## config.mk

```make
export PLATFORM = sky130hd
export DESIGN_NAME = scoc_top
export DESIGN_NICKNAME = d
export VERILOG_FILES = /design/src/hdl/scoc_pkg.sv /design/src/hdl/scoc_startup_timer.sv /design/src/hdl/scoc_wake_filter.sv /design/src/hdl/scoc_top.sv
export SDC_FILE = /design/constraint.sdc
export NUM_CORES = 1
export LEC_CHECK = 0
export ABC_AREA = 0
export BUFFER_PORTS_ARGS = -buffer_cell sky130_fd_sc_hd__clkbuf_2
export CORE_ASPECT_RATIO = 1.4
export CORE_UTILIZATION = 48
export DETAILED_ROUTE_END_ITERATION = 10
export PLACE_DENSITY = 0.79
export SETUP_SLACK_MARGIN = 0.3
export SYNTH_ARGS = -nofsm -noshare
export SYNTH_HDL_FRONTEND = slang
export SYNTH_SLANG_ARGS = --single-unit
```

## constraint.sdc

```tcl
create_clock -name clk_i -period 2.8 [get_ports clk_i]
set_input_delay 0.84 -clock clk_i [delete_from_list [all_inputs] [get_ports clk_i]]
set_output_delay 0.84 -clock clk_i [all_outputs]
set_load 0.02 [all_outputs]
```

## src/hdl/scoc_pkg.sv

```systemverilog
package scoc_pkg;

  // Bus geometry
  localparam int unsigned SCOC_ADR_W = 8;

  // Register byte offsets
  localparam logic [7:0] SCOC_OFF_SLEEP_CTRL  = 8'h00;
  localparam logic [7:0] SCOC_OFF_REG_CTRL    = 8'h04;
  localparam logic [7:0] SCOC_OFF_SLEEP_STAT  = 8'h08;
  localparam logic [7:0] SCOC_OFF_MCLK_STAT   = 8'h0C;
  localparam logic [7:0] SCOC_OFF_XOSC_CTRL   = 8'h1C;

  // Crystal oscillator control field positions
  localparam int unsigned SCOC_XO_RUN_IN_STANDBY = 7;
  localparam int unsigned SCOC_XO_CRYSTAL_STARTUP_TIME_LSB = 4;
  localparam int unsigned SCOC_XO_SEL      = 2;
  localparam int unsigned SCOC_XO_OSC_LOW_POWER   = 1;
  localparam int unsigned SCOC_XO_ENABLE   = 0;

  // Sleep control and regulator control field positions
  localparam int unsigned SCOC_SC_SEN      = 0;
  localparam int unsigned SCOC_SC_MODE_LSB = 1;
  localparam int unsigned SCOC_RC_REGULATOR_POWER_MODE    = 0;

  // Values after reset
  localparam logic [7:0] SCOC_XOSC_CTRL_RST  = 8'h00;
  localparam logic       SCOC_SEN_RST        = 1'h0;
  localparam logic [1:0] SCOC_SLEEP_MODE_SELECT_RST      = 2'h0;
  localparam logic       SCOC_REGULATOR_POWER_MODE_RST      = 1'h0;

  // Sleep mode codes, code 3 is reserved and never enters sleep
  localparam logic [1:0] SCOC_SLEEP_MODE_SELECT_IDLE  = 2'h0;
  localparam logic [1:0] SCOC_SLEEP_MODE_SELECT_STDBY = 2'h1;
  localparam logic [1:0] SCOC_SLEEP_MODE_SELECT_PDOWN = 2'h2;

  // Regulator power modes
  localparam logic SCOC_REGULATOR_POWER_MODE_AUTO = 1'h0;
  localparam logic SCOC_REGULATOR_POWER_MODE_FULL = 1'h1;

  // Start-up counts in oscillator cycles
  localparam logic [16:0] SCOC_SU_1K   = 17'h00400;
  localparam logic [16:0] SCOC_SU_16K  = 17'h04000;
  localparam logic [16:0] SCOC_SU_32K  = 17'h08000;
  localparam logic [16:0] SCOC_SU_64K  = 17'h10000;
  localparam logic [16:0] SCOC_SU_EXT  = 17'h00001;
  localparam logic [1:0]  SCOC_AVAIL_TICKS = 2'h2;

  // Wake-capable interrupt lines per sleep mode
  localparam logic [7:0] SCOC_WAKE_IDLE  = 8'hFF;
  localparam logic [7:0] SCOC_WAKE_STDBY = 8'h3F;
  localparam logic [7:0] SCOC_WAKE_PDOWN = 8'h0F;

  typedef enum logic [1:0] {
    SCOC_ST_ACTIVE  = 2'b00,
    SCOC_ST_IDLE    = 2'b01,
    SCOC_ST_STANDBY = 2'b10,
    SCOC_ST_PDOWN   = 2'b11
  } scoc_state_t;

  typedef struct packed {
    logic       run_in_standby;
    logic [1:0] crystal_startup_time;
    logic       ext_clock_sel;
    logic       osc_low_power;
    logic       osc_enable;
  } scoc_xosc_ctrl_t;

endpackage

```

## src/hdl/scoc_startup_timer.sv

```systemverilog
module scoc_startup_timer (
  // Clock and reset
  input  wire logic        clk_i,
  input  wire logic        rst_i,
  // Oscillator state
  input  wire logic        enable_i,
  input  wire logic        run_i,
  input  wire logic        tick_i,
  input  wire logic [16:0] limit_i,
  input  wire logic        req_i,
  // Results
  output logic             ready_o,
  output logic             avail_o
);

  logic [16:0] cnt_r;
  logic [1:0]  av_cnt_r;

  // Start-up counts only oscillator edges while the oscillator runs
  always_ff @(posedge clk_i)
  begin
    if (rst_i || !enable_i)
    begin
      cnt_r   <= 17'h00000;
      ready_o <= 1'b0;
    end
    else if (run_i && tick_i && !ready_o)
    begin
      cnt_r <= cnt_r + 17'h00001;
      if (cnt_r + 17'h00001 == limit_i)
        ready_o <= 1'b1;
    end
  end

  // Requested output appears a fixed number of edges after start-up
  always_ff @(posedge clk_i)
  begin
    if (rst_i || !ready_o || !run_i || !req_i)
    begin
      av_cnt_r <= 2'h0;
      avail_o  <= 1'b0;
    end
    else if (tick_i && !avail_o)
    begin
      av_cnt_r <= av_cnt_r + 2'h1;
      if (av_cnt_r + 2'h1 == scoc_pkg::SCOC_AVAIL_TICKS)
        avail_o <= 1'b1;
    end
  end

endmodule

```

## src/hdl/scoc_wake_filter.sv

```systemverilog
module scoc_wake_filter (
  // Sleep state
  input  wire scoc_pkg::scoc_state_t state_i,
  // Interrupt sources
  input  wire logic [7:0]            irq_i,
  input  wire logic                  gie_i,
  // Wake request
  output logic                       wake_o
);

  function automatic logic [7:0] wake_mask(input scoc_pkg::scoc_state_t st);
    case (st)
      scoc_pkg::SCOC_ST_IDLE:    wake_mask = scoc_pkg::SCOC_WAKE_IDLE;
      scoc_pkg::SCOC_ST_STANDBY: wake_mask = scoc_pkg::SCOC_WAKE_STDBY;
      scoc_pkg::SCOC_ST_PDOWN:   wake_mask = scoc_pkg::SCOC_WAKE_PDOWN;
      default:                   wake_mask = 8'h00;
    endcase
  endfunction

  // Without global enable nothing but a reset brings the core back
  assign wake_o = gie_i && (|(irq_i & wake_mask(state_i)));

endmodule

```

## src/hdl/scoc_top.sv

```systemverilog
// How it works
// Without standby-run the crystal runs only on request, only in Active and Idle.
// With standby-run and enable set the crystal runs in every mode.
// After start-up a requested crystal output appears within three oscillator cycles.
// Start-up field selects 1k, 16k, 32k or 64k cycles for a crystal.
// Start-up field and source select are frozen while enabled or status set.
// Source select picks crystal on both pins or external clock on pin one.
// Low-power bit puts the crystal in low-power mode; may slow start-up.
// Enable bit starts the crystal and hands its pins to the oscillator.
// Active plus Idle, Standby and Power-Down, each entered straight from Active.
// Any sleep mode halts the CPU until a wake-up event.
// Enabled wake interrupt wakes; CPU runs the handler then resumes after sleep.
// Which interrupts can wake depends on the configured sleep mode.
// Any reset during sleep ends sleep and restarts from the reset vector; cpu_reset_vector_o pulses for reset_src_i only, not for rst_i.
// Registers and memories keep their contents through every sleep mode.
// Sleep needs mode and sleep-enable set, then the sleep instruction.
// Software enables wake interrupts and global enable, else only reset wakes.
// Auto regulator goes low-current asleep when only the internal slow oscillator runs.
// Auto: fast clock full in Active/Idle, low in deeper sleep; slow always low.
// Performance regulator mode stays full in all modes.
// Standby stops fast clocks except those with standby-run set.
// Sleep mode field uses distinct codes for Idle, Standby, Power-Down.
module scoc_top (
  // Clock and reset
  input  wire logic                             clk_i,
  input  wire logic                             rst_i,
  // Wishbone slave
  input  wire logic                             wb_cyc_i,
  input  wire logic                             wb_stb_i,
  input  wire logic                             wb_we_i,
  input  wire logic [scoc_pkg::SCOC_ADR_W-1:0]  wb_adr_i,
  input  wire logic [3:0]                       wb_sel_i,
  input  wire logic [31:0]                      wb_dat_i,
  output logic      [31:0]                      wb_dat_o,
  output logic                                  wb_ack_o,
  // CPU side
  input  wire logic                             sleep_instr_i,
  input  wire logic [7:0]                       irq_pending_i,
  input  wire logic                             irq_global_en_i,
  input  wire logic                             reset_src_i,
  output logic                                  cpu_halt_o,
  output logic                                  cpu_wake_irq_o,
  output logic                                  cpu_reset_vector_o,
  // Clock sources
  input  wire logic                             osc_pin_one_i,
  input  wire logic                             crystal_req_i,
  input  wire logic                             main_src_slow_i,
  input  wire logic                             slow_only_i,
  input  wire logic [3:0]                       hf_run_in_standby_i,
  // Oscillator and pin control
  output logic                                  osc_enable_o,
  output logic                                  osc_low_power_o,
  output logic                                  osc_ext_clock_o,
  output logic                                  pin_one_override_o,
  output logic                                  pin_two_override_o,
  output logic                                  crystal_clk_avail_o,
  // Power control
  output logic      [3:0]                       hf_clk_en_o,
  output logic                                  reg_low_power_o,
  output logic      [1:0]                       sleep_state_o
);

  // Any reset source takes registers, timer, sleep state and outputs back to reset; bus, pin synchroniser and cpu_reset_vector_o reset on rst_i only
  logic rst_all;
  assign rst_all = rst_i || reset_src_i;

  function automatic logic adr_hit(input logic [scoc_pkg::SCOC_ADR_W-1:0] adr,
                                   input logic [7:0]                      off);
    adr_hit = (adr == off);
  endfunction

  function automatic logic is_deep(input scoc_pkg::scoc_state_t st);
    is_deep = (st == scoc_pkg::SCOC_ST_STANDBY) || (st == scoc_pkg::SCOC_ST_PDOWN);
  endfunction

  // Registers
  scoc_pkg::scoc_xosc_ctrl_t xosc_r;
  logic                      sleep_enable_r;
  logic [1:0]                sleep_mode_select_r;
  logic                      regulator_power_mode_r;
  scoc_pkg::scoc_state_t     state_r;
  scoc_pkg::scoc_state_t     state_nxt;

  // Bus strobes
  logic bus_req;
  logic wr_en;
  logic lane0;
  assign bus_req = wb_cyc_i && wb_stb_i && !wb_ack_o;
  assign wr_en   = bus_req && wb_we_i;
  assign lane0   = wb_sel_i[0];

  // Oscillator pin synchroniser and edge detect
  logic pin_meta_r;
  logic pin_sync_r;
  logic pin_prev_r;
  logic osc_tick;

  always_ff @(posedge clk_i)
  begin
    if (rst_i)
    begin
      pin_meta_r <= 1'b0;
      pin_sync_r <= 1'b0;
      pin_prev_r <= 1'b0;
    end
    else
    begin
      pin_meta_r <= osc_pin_one_i;
      pin_sync_r <= pin_meta_r;
      pin_prev_r <= pin_sync_r;
    end
  end

  assign osc_tick = pin_sync_r && !pin_prev_r;

  // Oscillator status and run decision
  logic        crystal_osc_status;
  logic        clk_avail;
  logic        osc_run;
  logic        ctrl_locked;
  logic [16:0] su_limit;

  assign ctrl_locked = xosc_r.osc_enable || crystal_osc_status;

  always_comb
  begin
    su_limit = scoc_pkg::SCOC_SU_EXT;
    if (!xosc_r.ext_clock_sel)
    begin
      case (xosc_r.crystal_startup_time)
        2'h0:    su_limit = scoc_pkg::SCOC_SU_1K;
        2'h1:    su_limit = scoc_pkg::SCOC_SU_16K;
        2'h2:    su_limit = scoc_pkg::SCOC_SU_32K;
        default: su_limit = scoc_pkg::SCOC_SU_64K;
      endcase
    end
  end

  always_comb
  begin
    osc_run = 1'b0;
    if (xosc_r.osc_enable)
    begin
      if (xosc_r.run_in_standby)
        osc_run = 1'b1;
      else
        osc_run = crystal_req_i && !is_deep(state_r);
    end
  end

  scoc_startup_timer u_timer (
    .clk_i    (clk_i),
    .rst_i    (rst_all),
    .enable_i (xosc_r.osc_enable),
    .run_i    (osc_run),
    .tick_i   (osc_tick),
    .limit_i  (su_limit),
    .req_i    (crystal_req_i),
    .ready_o  (crystal_osc_status),
    .avail_o  (clk_avail)
  );

  // Crystal oscillator control register
  always_ff @(posedge clk_i)
  begin
    if (rst_all)
      xosc_r <= scoc_pkg::scoc_xosc_ctrl_t'(scoc_pkg::SCOC_XOSC_CTRL_RST);
    else if (wr_en && lane0 && adr_hit(wb_adr_i, scoc_pkg::SCOC_OFF_XOSC_CTRL))
    begin
      xosc_r.run_in_standby <= wb_dat_i[scoc_pkg::SCOC_XO_RUN_IN_STANDBY];
      xosc_r.osc_low_power  <= wb_dat_i[scoc_pkg::SCOC_XO_OSC_LOW_POWER];
      xosc_r.osc_enable     <= wb_dat_i[scoc_pkg::SCOC_XO_ENABLE];
      if (!ctrl_locked)
      begin
        xosc_r.crystal_startup_time <= wb_dat_i[scoc_pkg::SCOC_XO_CRYSTAL_STARTUP_TIME_LSB +: 2];
        xosc_r.ext_clock_sel        <= wb_dat_i[scoc_pkg::SCOC_XO_SEL];
      end
    end
  end

  // Sleep control register; untouched by sleep entry or exit
  always_ff @(posedge clk_i)
  begin
    if (rst_all)
    begin
      sleep_enable_r      <= scoc_pkg::SCOC_SEN_RST;
      sleep_mode_select_r <= scoc_pkg::SCOC_SLEEP_MODE_SELECT_RST;
    end
    else if (wr_en && lane0 && adr_hit(wb_adr_i, scoc_pkg::SCOC_OFF_SLEEP_CTRL))
    begin
      sleep_enable_r      <= wb_dat_i[scoc_pkg::SCOC_SC_SEN];
      sleep_mode_select_r <= wb_dat_i[scoc_pkg::SCOC_SC_MODE_LSB +: 2];
    end
  end

  // Regulator control register
  always_ff @(posedge clk_i)
  begin
    if (rst_all)
      regulator_power_mode_r <= scoc_pkg::SCOC_REGULATOR_POWER_MODE_RST;
    else if (wr_en && lane0 && adr_hit(wb_adr_i, scoc_pkg::SCOC_OFF_REG_CTRL))
      regulator_power_mode_r <= wb_dat_i[scoc_pkg::SCOC_RC_REGULATOR_POWER_MODE];
  end

  // Wake detection for the current sleep state
  logic wake_req;

  scoc_wake_filter u_wake (
    .state_i (state_r),
    .irq_i   (irq_pending_i),
    .gie_i   (irq_global_en_i),
    .wake_o  (wake_req)
  );

  // Sleep state machine
  always_comb
  begin
    state_nxt = state_r;
    case (state_r)
      scoc_pkg::SCOC_ST_ACTIVE:
      begin
        if (sleep_instr_i && sleep_enable_r)
        begin
          case (sleep_mode_select_r)
            scoc_pkg::SCOC_SLEEP_MODE_SELECT_IDLE:  state_nxt = scoc_pkg::SCOC_ST_IDLE;
            scoc_pkg::SCOC_SLEEP_MODE_SELECT_STDBY: state_nxt = scoc_pkg::SCOC_ST_STANDBY;
            scoc_pkg::SCOC_SLEEP_MODE_SELECT_PDOWN: state_nxt = scoc_pkg::SCOC_ST_PDOWN;
            default:                    state_nxt = scoc_pkg::SCOC_ST_ACTIVE;
          endcase
        end
      end
      scoc_pkg::SCOC_ST_IDLE,
      scoc_pkg::SCOC_ST_STANDBY,
      scoc_pkg::SCOC_ST_PDOWN:
      begin
        if (wake_req)
          state_nxt = scoc_pkg::SCOC_ST_ACTIVE;
      end
      default:
        state_nxt = scoc_pkg::SCOC_ST_ACTIVE;
    endcase
  end

  always_ff @(posedge clk_i)
  begin
    if (rst_all)
      state_r <= scoc_pkg::SCOC_ST_ACTIVE;
    else
      state_r <= state_nxt;
  end

  // CPU handshake outputs
  always_ff @(posedge clk_i)
  begin
    if (rst_all)
    begin
      cpu_halt_o     <= 1'b0;
      cpu_wake_irq_o <= 1'b0;
    end
    else
    begin
      cpu_halt_o     <= (state_nxt != scoc_pkg::SCOC_ST_ACTIVE);
      cpu_wake_irq_o <= (state_r != scoc_pkg::SCOC_ST_ACTIVE) &&
                        (state_nxt == scoc_pkg::SCOC_ST_ACTIVE);
    end
  end

  // Reset vector fetch follows a reset from another source
  always_ff @(posedge clk_i)
  begin
    if (rst_i)
      cpu_reset_vector_o <= 1'b0;
    else
      cpu_reset_vector_o <= reset_src_i;
  end

  // Oscillator and pin outputs
  always_ff @(posedge clk_i)
  begin
    if (rst_all)
    begin
      osc_enable_o        <= 1'b0;
      osc_low_power_o     <= 1'b0;
      osc_ext_clock_o     <= 1'b0;
      pin_one_override_o  <= 1'b0;
      pin_two_override_o  <= 1'b0;
      crystal_clk_avail_o <= 1'b0;
    end
    else
    begin
      osc_enable_o        <= osc_run;
      osc_low_power_o     <= xosc_r.osc_low_power;
      osc_ext_clock_o     <= xosc_r.ext_clock_sel;
      pin_one_override_o  <= xosc_r.osc_enable;
      pin_two_override_o  <= xosc_r.osc_enable && !xosc_r.ext_clock_sel;
      crystal_clk_avail_o <= clk_avail;
    end
  end

  // Fast clock gating per sleep state
  logic [3:0] hf_en_nxt;

  genvar g;
  generate
    for (g = 0; g < 4; g++)
    begin : g_hf
      always_comb
      begin
        case (state_r)
          scoc_pkg::SCOC_ST_ACTIVE,
          scoc_pkg::SCOC_ST_IDLE:    hf_en_nxt[g] = 1'b1;
          scoc_pkg::SCOC_ST_STANDBY: hf_en_nxt[g] = hf_run_in_standby_i[g];
          default:                   hf_en_nxt[g] = 1'b0;
        endcase
      end
    end
  endgenerate

  // Regulator mode; full mode trades sleep current for fast wake-up
  logic reg_low_nxt;

  always_comb
  begin
    reg_low_nxt = 1'b0;
    if (regulator_power_mode_r == scoc_pkg::SCOC_REGULATOR_POWER_MODE_AUTO)
    begin
      if (main_src_slow_i)
        reg_low_nxt = 1'b1;
      else if (is_deep(state_r))
        reg_low_nxt = 1'b1;
      else if ((state_r != scoc_pkg::SCOC_ST_ACTIVE) && slow_only_i)
        reg_low_nxt = 1'b1;
    end
    else
      reg_low_nxt = 1'b0;
  end

  always_ff @(posedge clk_i)
  begin
    if (rst_all)
    begin
      hf_clk_en_o     <= 4'hF;
      reg_low_power_o <= 1'b0;
      sleep_state_o   <= 2'h0;
    end
    else
    begin
      hf_clk_en_o     <= hf_en_nxt;
      reg_low_power_o <= reg_low_nxt;
      sleep_state_o   <= state_r;
    end
  end

  // Wishbone read data and single-cycle acknowledge
  logic [31:0] rd_nxt;

  always_comb
  begin
    rd_nxt = 32'h00000000;
    if (adr_hit(wb_adr_i, scoc_pkg::SCOC_OFF_XOSC_CTRL))
      rd_nxt = {24'h000000, xosc_r.run_in_standby, 1'b0,
                xosc_r.crystal_startup_time, 1'b0, xosc_r.ext_clock_sel,
                xosc_r.osc_low_power, xosc_r.osc_enable};
    else if (adr_hit(wb_adr_i, scoc_pkg::SCOC_OFF_SLEEP_CTRL))
      rd_nxt = {29'h00000000, sleep_mode_select_r, sleep_enable_r};
    else if (adr_hit(wb_adr_i, scoc_pkg::SCOC_OFF_REG_CTRL))
      rd_nxt = {31'h00000000, regulator_power_mode_r};
    else if (adr_hit(wb_adr_i, scoc_pkg::SCOC_OFF_SLEEP_STAT))
      rd_nxt = {26'h0000000, reg_low_power_o, clk_avail, osc_run,
                cpu_halt_o, state_r};
    else if (adr_hit(wb_adr_i, scoc_pkg::SCOC_OFF_MCLK_STAT))
      rd_nxt = {31'h00000000, crystal_osc_status};
  end

  always_ff @(posedge clk_i)
  begin
    if (rst_i)
    begin
      wb_ack_o <= 1'b0;
      wb_dat_o <= 32'h00000000;
    end
    else
    begin
      wb_ack_o <= bus_req;
      if (bus_req && !wb_we_i)
        wb_dat_o <= rd_nxt;
    end
  end

endmodule

```

==> impl_metrics.py, run 1 <==
metrics = {
    "detailed_routing": {
        "drt-wirelength-per-cell_um": 13.33,
        "vias": 2677,
        "wl_um": 6694,
        "drtAntennaViolNets": 0,
        "first_pass_iters": 4,
        "vias_per_cell": 5.333,
        "drt_iter0_drc": 122,
        "drc": 0,
    },
    "clock_tree": {
        "htree_levels": 3,
        "numCtsBuffers": 9,
        "cts_buffer_depth": 2,
        "clockRootBuffer": "clkbuf_8",
        "clock_latency_ns": 0.34,
        "clkTransAtPathRegs_ns": 0.07,
        "clkSinkCount": 60,
        "cts_tree": "done",
    },
    "status": {
        "status": "completed",
    },
    "sta": {
        "fin_crit_sh": 0.8520,
        "rsz0062_at_grt": "yes",
        "fmax_mhz": 419.2,
        "hold_viol": 0,
        "holdWs_ns": 0.4485,
        "clock_skew_ns": 0.007645,
        "setup_violations": 0,
        "drv_slew": 0,
        "finalSetupTns_ns": 0,
        "period_minus_slack_ns": 2.386,
    },
    "yosys": {
        "synth-seq-cells": 60,
        "syn_area_mm2": 0.003054,
        "async_flop_share": 0,
        "yosys_warnings": 0,
        "synth_seq_area_share": 0.3933,
        "synth_cells": 360,
        "synthDistinctLibCells": 55,
        "synth_flop_cell": "dfxtp_1",
        "synth.avg_cell_area_um2": 8.484,
        "synth_edf_count": 0,
    },
    "worst_setup_path": {
        "crit_path_start_kind": "register",
        "cpMaxStageDelayCell": "or4_4",
        "cp_num_cells": 7,
        "critPathRequiredTime_ns": 3.02,
        "critical_path_buf_inv_count": 0,
        "worst-path-max-fanout": 7,
        "startpoint": "u_timer.cnt_r[1]",
        "cp-end-kind": "register",
        "reg2reg_from": "u_timer.cnt_r[1]",
        "crit_family": "simple AND/OR/NAND/NOR gates",
        "r2r_cells": 7,
        "path_class": "register to register",
        "worstPathArrival_ns": 2.61,
        "path_cells": "ha_2 > nand3_2 > or4_4 > o21a_1 > o2111a_1 > nor4_1 > nor3_1",
        "max_stage_delay_ns": 0.62,
    },
    "placed_design": {
        "post-place-cells": 486,
        "dpl.hpwl_um": 5075,
        "numPortBuffers": 62,
        "gp_congestion": 0.8751,
    },
    "floorplanning": {
        "ios": 117,
        "start_util": 0.4951,
        "die_h_um": 96.38,
        "die_area_mm2": 0.006690,
        "rows": 34,
        "die_w_um": 69.42,
        "core_area_mm2": 0.006168,
    },
    "layout": {
        "antennaDiodeCount": 0,
        "syn_to_final_growth_pct": 15.44,
        "final_cells": 502,
        "finalNetCount": 502,
        "final_common_cell": "clkbuf_2",
        "drive_above_1_share": 0.2488,
        "layout_common_cells": "62 x clkbuf_2, 59 x dfxtp_1, 48 x nor2_1",
    },
    "global_route": {
        "grt_max_degree": 21,
        "grt_pass1_wl_um": 10930,
        "grt_pass1_vias": 2471,
        "grt_use_total": 0.2118,
        "grt_antenna_before_repair": 0,
        "overflow": 0,
    },
    "hold_path": {
        "hold_start": "pin_meta_r",
        "hold_class": "register to register",
        "hold_depth": 1,
    },
    "power": {
        "ir_drop_mv": 0.2792,
        "power_density_mw_per_mm2": 464.8,
        "p_leak_uw": 0.001457,
    },
    "run": {
        "maxCapViolations": 0,
    },
}
==> worst reg2reg max path, cell delays in order, from the launching register on <==
cell      delay, ns
dfxtp_1        0.44
ha_2           0.29
nand3_2        0.13
or4_4          0.62
o21a_1         0.24
o2111a_1       0.25
nor4_1         0.24
nor3_1         0.07
==> per-layer routing <==
layer,global-route usage,part of all wire,vias up,routed length [um]
li1,-,-,1329,-
met1,0.2062,0.37,1248,2476
met2,0.4053,0.55,87,3678
met3,0.06846,0.058,13,390
met4,0.1003,0.022,0,149
met5,0,0,-,0
==> cell families after synthesis <==
family,synth area share
AO/OA/AOI/OAI,0.1221
buffers and inverters,0.09914
XOR/XNOR,0.06596
other,0.001228
flip-flops,0.3933
multiplexers,0.02950
adder cells (fa/ha/maj),0.03687
AND/OR/NAND/NOR,0.2519
==> registers in the layout, summed over array words and instances (netlist names), 2 cells and up <==
signal,cells
wb_dat_o,7
xosc_r,6
u_timer.av_cnt_r,2
u_timer.cnt_r,17
sleep_mode_select_r,2
sleep_state_o,2
state_r,2
hf_clk_en_o,4
==> cells in the mapped netlist, drive strengths merged (7+ instances only) <==
cell type / count / area share
clkbuf: 10 / 0.012
ha: 9 / 0.037
nand4: 8 / 0.016
dfxtp: 60 / 0.39
o21ai: 10 / 0.016
inv: 11 / 0.014
nand2: 28 / 0.034
nand3: 12 / 0.025
nor3: 15 / 0.028
nor4: 7 / 0.014
buf: 30 / 0.073
nor2: 48 / 0.059
mux2i: 9 / 0.029
or3: 7 / 0.016
xor2: 10 / 0.029
xnor2: 13 / 0.037
a21oi: 20 / 0.033
==> worst paths after layout <==
path | endpoint | slack, ns
worst max register to register | u_timer.ready_o | 0.41
worst min register to register | pin_sync_r | 0.45
worst min-delay path | pin_sync_r | 0.45
worst max-delay path | u_timer.ready_o | 0.41
==> where the power goes <==
part,total (uW),internal (uW),switching [uW],leakage (uW)
combinational,105,34.5,70.6,0.000883
sequential,862,859,2.91,0.000485
clock,672,339,333,0.0000889
total,1640,1230,407,0.00146
==> metrics by stage <==
stage	instance area, um^2	worst slack (ns)	utilization	total power, uW
after floorplan	3147	0.3220	-	970.1
after global routing	3526	0.2810	0.5716	1714
after global placement	3346	0.2407	0.5424	982.4
after CTS	3515	0.3295	0.5698	1651
final	3526	0.4145	0.5716	1639
after detailed placement	3346	0.2040	0.5424	984.4
==> layout make-up <==
| type | count | area [um^2] |
|---|---|---|
| timing repair buffer | 70 | 370.4 |
| inverter | 11 | 41.29 |
| sequential | 60 | 1202 |
| clock buffer | 11 | 141.4 |
| tap | 72 | 90.09 |
| fill | 546 | 2643 |
| multi-input combinational | 273 | 1653 |
| clock inverter | 5 | 27.53 |
==> timing repair <==
item | 4_1_cts | 5_1_grt
setup endpoints to repair | 0 | 2
resized for setup | 0 | 4
buffers inserted | 0 | 0
hold endpoints to repair | 0 | 0
hold buffers | 0 | 0
No activity file was read; power rests on OpenSTA's default activity.
==> inputs of run 2 (changes only) <==
BUFFER_PORTS_ARGS = default   (was -buffer_cell sky130_fd_sc_hd__clkbuf_2)
DONT_BUFFER_PORTS = 1   (was default)
PLACE_DENSITY = default   (was 0.79)
==> run 2 against run 1 <==
Against the previous run: count of clock-buffer cells in the layout fell by 1; power rose by 3.8%; design area fell by 7.9%; clock skew barely moved; final cell count fell by 12%.
==> impl_metrics.py, run 2 (synthesis gave the netlist of run 1 again) <==
metrics = {
    "worst_setup_path": {
        "reg2reg_from": "state_r[0]",
        "worst-path-max-fanout": 7,
        "worst_r2r_endpoint": "u_timer.cnt_r[9]",
        "crit_family": "simple AND/OR/NAND/NOR gates",
        "critical_path_buf_inv_count": 1,
        "crit_top_cell": "nor2_1",
        "regToRegSetupSlack_ns": 0.40,
        "worstPathArrival_ns": 2.63,
        "path_class": "register to register",
        "max_stage_delay_ns": 0.51,
        "path_cells": "inv_1 > ha_1 > or3b_4 > a21bo_2 > or3_2 > nor2_1 > xnor2_1 > nor2_1",
        "cpMaxStageDelayCell": "or3_2",
        "cp-end-kind": "register",
        "r2r_cells": 8,
        "crit_path_start_kind": "register",
        "critPathRequiredTime_ns": 3.03,
        "startpoint": "state_r[0]",
        "cp_num_cells": 8,
    },
    "global_route": {
        "grt_use_total": 0.2084,
        "grt_antenna_before_repair": 0,
        "use_met3": 0.07780,
        "use_met1": 0.2124,
        "grt-busiest-layer": "met2",
        "grt_pass1_wl_um": 10730,
        "grt_max_degree": 21,
        "grtUsageMet2": 0.3746,
        "grt_pass1_vias": 2323,
        "overflow": 0,
    },
    "detailed_routing": {
        "drtAntennaViolNets": 0,
        "vias_per_cell": 5.522,
        "drt-wirelength-per-cell_um": 14.87,
        "first_pass_iters": 4,
        "drc": 0,
        "drt_iter0_drc": 124,
        "vias": 2435,
        "wl_um": 6556,
    },
    "sta": {
        "hold_viol": 0,
        "fin_crit_sh": 0.8567,
        "tightest_slew_ns": 0.5178,
        "finalSetupTns_ns": 0,
        "rsz0062_at_grt": "yes",
        "maxSlewHeadroom": 0.6535,
        "clock_skew_ns": 0.007537,
        "setup_violations": 0,
        "fmax_mhz": 416.9,
        "period_minus_slack_ns": 2.399,
        "drv_slew": 0,
    },
    "clock_tree": {
        "cts_tree": "done",
        "clockRootBuffer": "clkbuf_8",
        "cts_setup_buffers": 0,
        "cts_hold_buffers": 0,
        "numCtsBuffers": 9,
        "clkTransAtPathRegs_ns": 0.07,
        "cts_buffer_depth": 2,
        "htree_levels": 3,
        "clock_latency_ns": 0.34,
        "clkSinkCount": 60,
    },
    "layout": {
        "syn_to_final_growth_pct": 6.309,
        "fillers": 606,
        "utilization": 0.5264,
        "reg_top3": "u_timer.cnt_r (17), wb_dat_o (7), xosc_r (6)",
        "regMostFlops": "u_timer.cnt_r",
        "finalInstanceArea_mm2": 0.003247,
        "finalNetCount": 441,
        "layout_common_cells": "58 x dfxtp_1, 48 x nor2_1, 28 x nand2_1",
        "antennaDiodeCount": 0,
        "largest_reg_flops": 17,
        "final_common_cell": "dfxtp_1",
        "drive_above_1_share": 0.1274,
    },
    "floorplanning": {
        "start_util": 0.4951,
        "core_area_mm2": 0.006168,
        "die_h_um": 96.38,
        "rows": 34,
        "die_area_mm2": 0.006690,
        "ios": 117,
        "die_w_um": 69.42,
    },
    "power": {
        "p_leak_uw": 0.001202,
        "power_density_mw_per_mm2": 524.1,
        "ir_drop_mv": 0.3586,
    },
    "placed_design": {
        "place_area_mm2": 0.003043,
        "dpl.hpwl_um": 4940,
        "gp_congestion": 0.8377,
        "numPortBuffers": 0,
    },
    "hold_path": {
        "hold_depth": 1,
        "holdPathEnd": "pin_sync_r",
        "hold_start": "pin_meta_r",
        "hold_class": "register to register",
    },
    "status": {
        "status": "completed",
    },
    "run": {
        "maxCapViolations": 0,
    },
}
==> run 2: cell type report <==
cell class,count,area (um^2),share of cell area
sequential,60,1204,0.3707
tap,72,90.09,0.02775
timing repair buffer,9,67.56,0.02081
multi-input combinational,273,1653,0.5091
clock inverter,6,63.81,0.01965
inverter,11,41.29,0.01272
clock buffer,10,127.6,0.03931
==> run 2: how the worst max path moves through the flow <==
stage | end | slack, ns
2_1_floorplan | xosc_r[2] | 0.32
3_3_place_gp | u_timer.cnt_r[9] | 0.30
3_5_place_dp | u_timer.cnt_r[9] | 0.29
4_1_cts | u_timer.cnt_r[9] | 0.33
5_1_grt | u_timer.cnt_r[9] | 0.28
6_report | u_timer.cnt_r[9] | 0.40
==> run 2: worst reg2reg max path, cell delays in order, from the launching register on <==
cell and delay, ns:
dfxtp_2 0.37, inv_1 0.09, ha_1 0.28, or3b_4 0.45, a21bo_2 0.29, or3_2 0.51
nor2_1 0.13, xnor2_1 0.12, nor2_1 0.05
==> run 2: per-layer routing <==
layer | part of all wire | vias up
li1 | - | 1211
met1 | 0.40 | 1146
met2 | 0.52 | 61
met3 | 0.056 | 17
met4 | 0.029 | 0
met5 | 0 | -
==> run 2: metrics by stage <==
| stage | std cells | setup slack [ns] | power, uW | hold slack [ns] |
|---|---|---|---|---|
| floorplan | 384 | 0.3220 | 970.1 | 0.4138 |
| global placement | 425 | 0.3042 | 948.3 | 0.4195 |
| detailed placement | 425 | 0.2915 | 949.0 | 0.4311 |
| CTS | 441 | 0.3280 | 1715 | 0.4508 |
| global route | 441 | 0.2764 | 1763 | 0.4683 |
| finish | 441 | 0.4014 | 1702 | 0.4479 |
==> run 2: repair_timing <==
| action | 4_1_cts | 5_1_grt |
|---|---|---|
| setup endpoints to repair | 1 | 2 |
| pin swaps | 0 | 0 |
| gates resized for setup | 1 | 4 |
==> run 2: power by group <==
group | switching, uW | total (uW) | leakage (uW) | internal [uW]
registers | 8.42 | 867 | 0.000486 | 859
logic | 49.8 | 63.6 | 0.000623 | 13.8
clock network | 360 | 771 | 0.0000927 | 411
==> inputs of run 3 (changes only) <==
RECOVER_POWER = 50   (was default)
==> run 3 against run 2 <==
Against the previous run: combinational power shrank 4.1%; fmax shrank 4.0%; first-iteration DRC count increased by 11%; critical path type unchanged; power decreased by 0.25%; global-route usage unchanged; flip-flop and latch count did not move; register-to-register slack worse by 0.10 ns; count of clock-buffer cells in the layout unchanged; worst hold slack is essentially flat; final cell count did not move.
==> impl_metrics.py, run 3 (synthesis gave the netlist of run 1 again) <==
metrics = {
    "status": {
        "status": "completed",
    },
    "sta": {
        "period_minus_slack_ns": 2.499,
        "maxSlewHeadroom": 0.3757,
        "rsz0062_at_grt": "yes",
        "holdWs_ns": 0.4478,
        "fmax_mhz": 400.1,
        "tightest_slew_ns": 0.9364,
        "drv_slew": 0,
        "clock_skew_ns": 0.006497,
        "finalSetupTns_ns": 0,
        "fin_crit_sh": 0.8927,
        "hold_viol": 0,
        "setup_violations": 0,
    },
    "global_route": {
        "grt_max_degree": 21,
        "grt_pass1_vias": 2323,
        "grt_pass1_wl_um": 10730,
        "overflow": 0,
        "grt_use_total": 0.2084,
        "grt_antenna_before_repair": 0,
    },
    "layout": {
        "reg_top3": "u_timer.cnt_r (17), wb_dat_o (7), xosc_r (6)",
        "largest_reg_flops": 17,
        "finalNetCount": 441,
        "syn_to_final_growth_pct": 5.449,
        "final_common_cell": "dfxtp_1",
        "layout_common_cells": "59 x dfxtp_1, 48 x nor2_1, 28 x nand2_1",
        "drive_above_1_share": 0.1084,
        "regMostFlops": "u_timer.cnt_r",
        "antennaDiodeCount": 0,
    },
    "hold_path": {
        "hold_class": "register to register",
        "hold_start": "pin_meta_r",
        "holdPathEnd": "pin_sync_r",
        "hold_depth": 1,
    },
    "detailed_routing": {
        "drtAntennaViolNets": 0,
        "vias": 2432,
        "vias_per_cell": 5.515,
        "wl_um": 6551,
        "first_pass_iters": 4,
        "drt_iter0_drc": 138,
        "drt-wirelength-per-cell_um": 14.85,
        "drc": 0,
    },
    "floorplanning": {
        "rows": 34,
        "core_area_mm2": 0.006168,
        "die_w_um": 69.42,
        "die_h_um": 96.38,
        "start_util": 0.4951,
        "die_area_mm2": 0.006690,
        "ios": 117,
    },
    "worst_setup_path": {
        "critPathRequiredTime_ns": 3.00,
        "regToRegSetupSlack_ns": 0.30,
        "cpMaxStageDelayCell": "or3_2",
        "crit_top_cell": "nor2_1",
        "path_cells": "inv_1 > ha_1 > or3b_4 > a21bo_2 > or3_2 > nor2_1 > xnor2_1 > nor2_1",
        "crit_path_start_kind": "register",
        "worst-path-max-fanout": 7,
        "worstPathArrival_ns": 2.70,
        "reg2reg_from": "state_r[0]",
        "path_class": "register to register",
        "cp-end-kind": "register",
        "r2r_cells": 8,
        "worst_r2r_endpoint": "u_timer.cnt_r[9]",
        "max_stage_delay_ns": 0.51,
    },
    "clock_tree": {
        "clockRootBuffer": "clkbuf_8",
        "clkTransAtPathRegs_ns": 0.07,
        "cts_tree": "done",
        "clock_latency_ns": 0.34,
        "clkSinkCount": 60,
        "numCtsBuffers": 9,
        "htree_levels": 3,
        "cts_buffer_depth": 2,
        "cts_hold_buffers": 0,
    },
    "power": {
        "power_density_mw_per_mm2": 527.0,
        "p_leak_uw": 0.001177,
        "ir_drop_mv": 0.3567,
    },
    "placed_design": {
        "dpl.hpwl_um": 4940,
        "gp_congestion": 0.8377,
        "numPortBuffers": 0,
    },
    "run": {
        "maxCapViolations": 0,
    },
}
## run 3: cell types whose count changed in the layout (fill, tap and decap cells not counted), sizes merged
cell,delta
buf,-3
clkbuf,+3
## run 3: cell type report
class	instances	area, um^2
clock buffer	10	127.6
inverter	11	41.29
timing repair buffer	9	56.30
clock inverter	6	63.81
tap	72	90.09
sequential	60	1202
multi-input combinational	273	1639
fill	612	2948
## run 3: how the worst max path moves through the flow
stage               cells past startpoint  slack [ns]          endpoint          start
detailed placement                      8        0.29  u_timer.cnt_r[9]     state_r[0]
global placement                        6        0.30  u_timer.cnt_r[9]  crystal_req_i
finish                                  8        0.30  u_timer.cnt_r[9]     state_r[0]
CTS                                     8        0.33  u_timer.cnt_r[9]     state_r[0]
global route                            8        0.15  u_timer.cnt_r[9]     state_r[0]
floorplan                               7        0.32         xosc_r[2]    wb_adr_i[1]
## run 3: repair_timing
action	in CTS	in global routing
setup endpoints to repair	1	2
setup buffers	0	0
resized for setup	1	4
gates cloned	0	0
## run 3: power breakdown
group          leakage (uW)  internal [uW]  switching, uW  total, uW
Clock             0.0000927            411            358        769
Sequential         0.000485            859           8.43        867
Combinational      0.000599           12.3           48.7       61.0
Total               0.00118           1280            416       1700
## run 3: through the flow
stage	power (uW)	instance area, um^2	worst slack, ns	std cells	utilization
2_1_floorplan	970.1	3147	0.3220	384	-
3_3_place_gp	948.3	3043	0.3042	425	0.4933
3_5_place_dp	949.0	3043	0.2915	425	0.4933
4_1_cts	1715	3237	0.3280	441	0.5247
5_1_grt	1761	3221	0.1519	441	0.5221
6_report	1697	3221	0.3006	441	0.5221
## run 3: routing by layer
layer | global-route usage | wire [um]
met1 | 0.2124 | 2529
met2 | 0.3746 | 3420
met3 | 0.07780 | 407
met4 | 0.1071 | 193
met5 | 0 | 0
## run 3: critical path, delay by kind of cell, from the launching register on
kind | cells | cell delay (ns)
xor+xnor | 1 | 0.12
compound gates | 1 | 0.29
fa+ha+maj | 1 | 0.28
buf+inv | 1 | 0.11
simple gates | 4 | 1.14
flops | 1 | 0.41
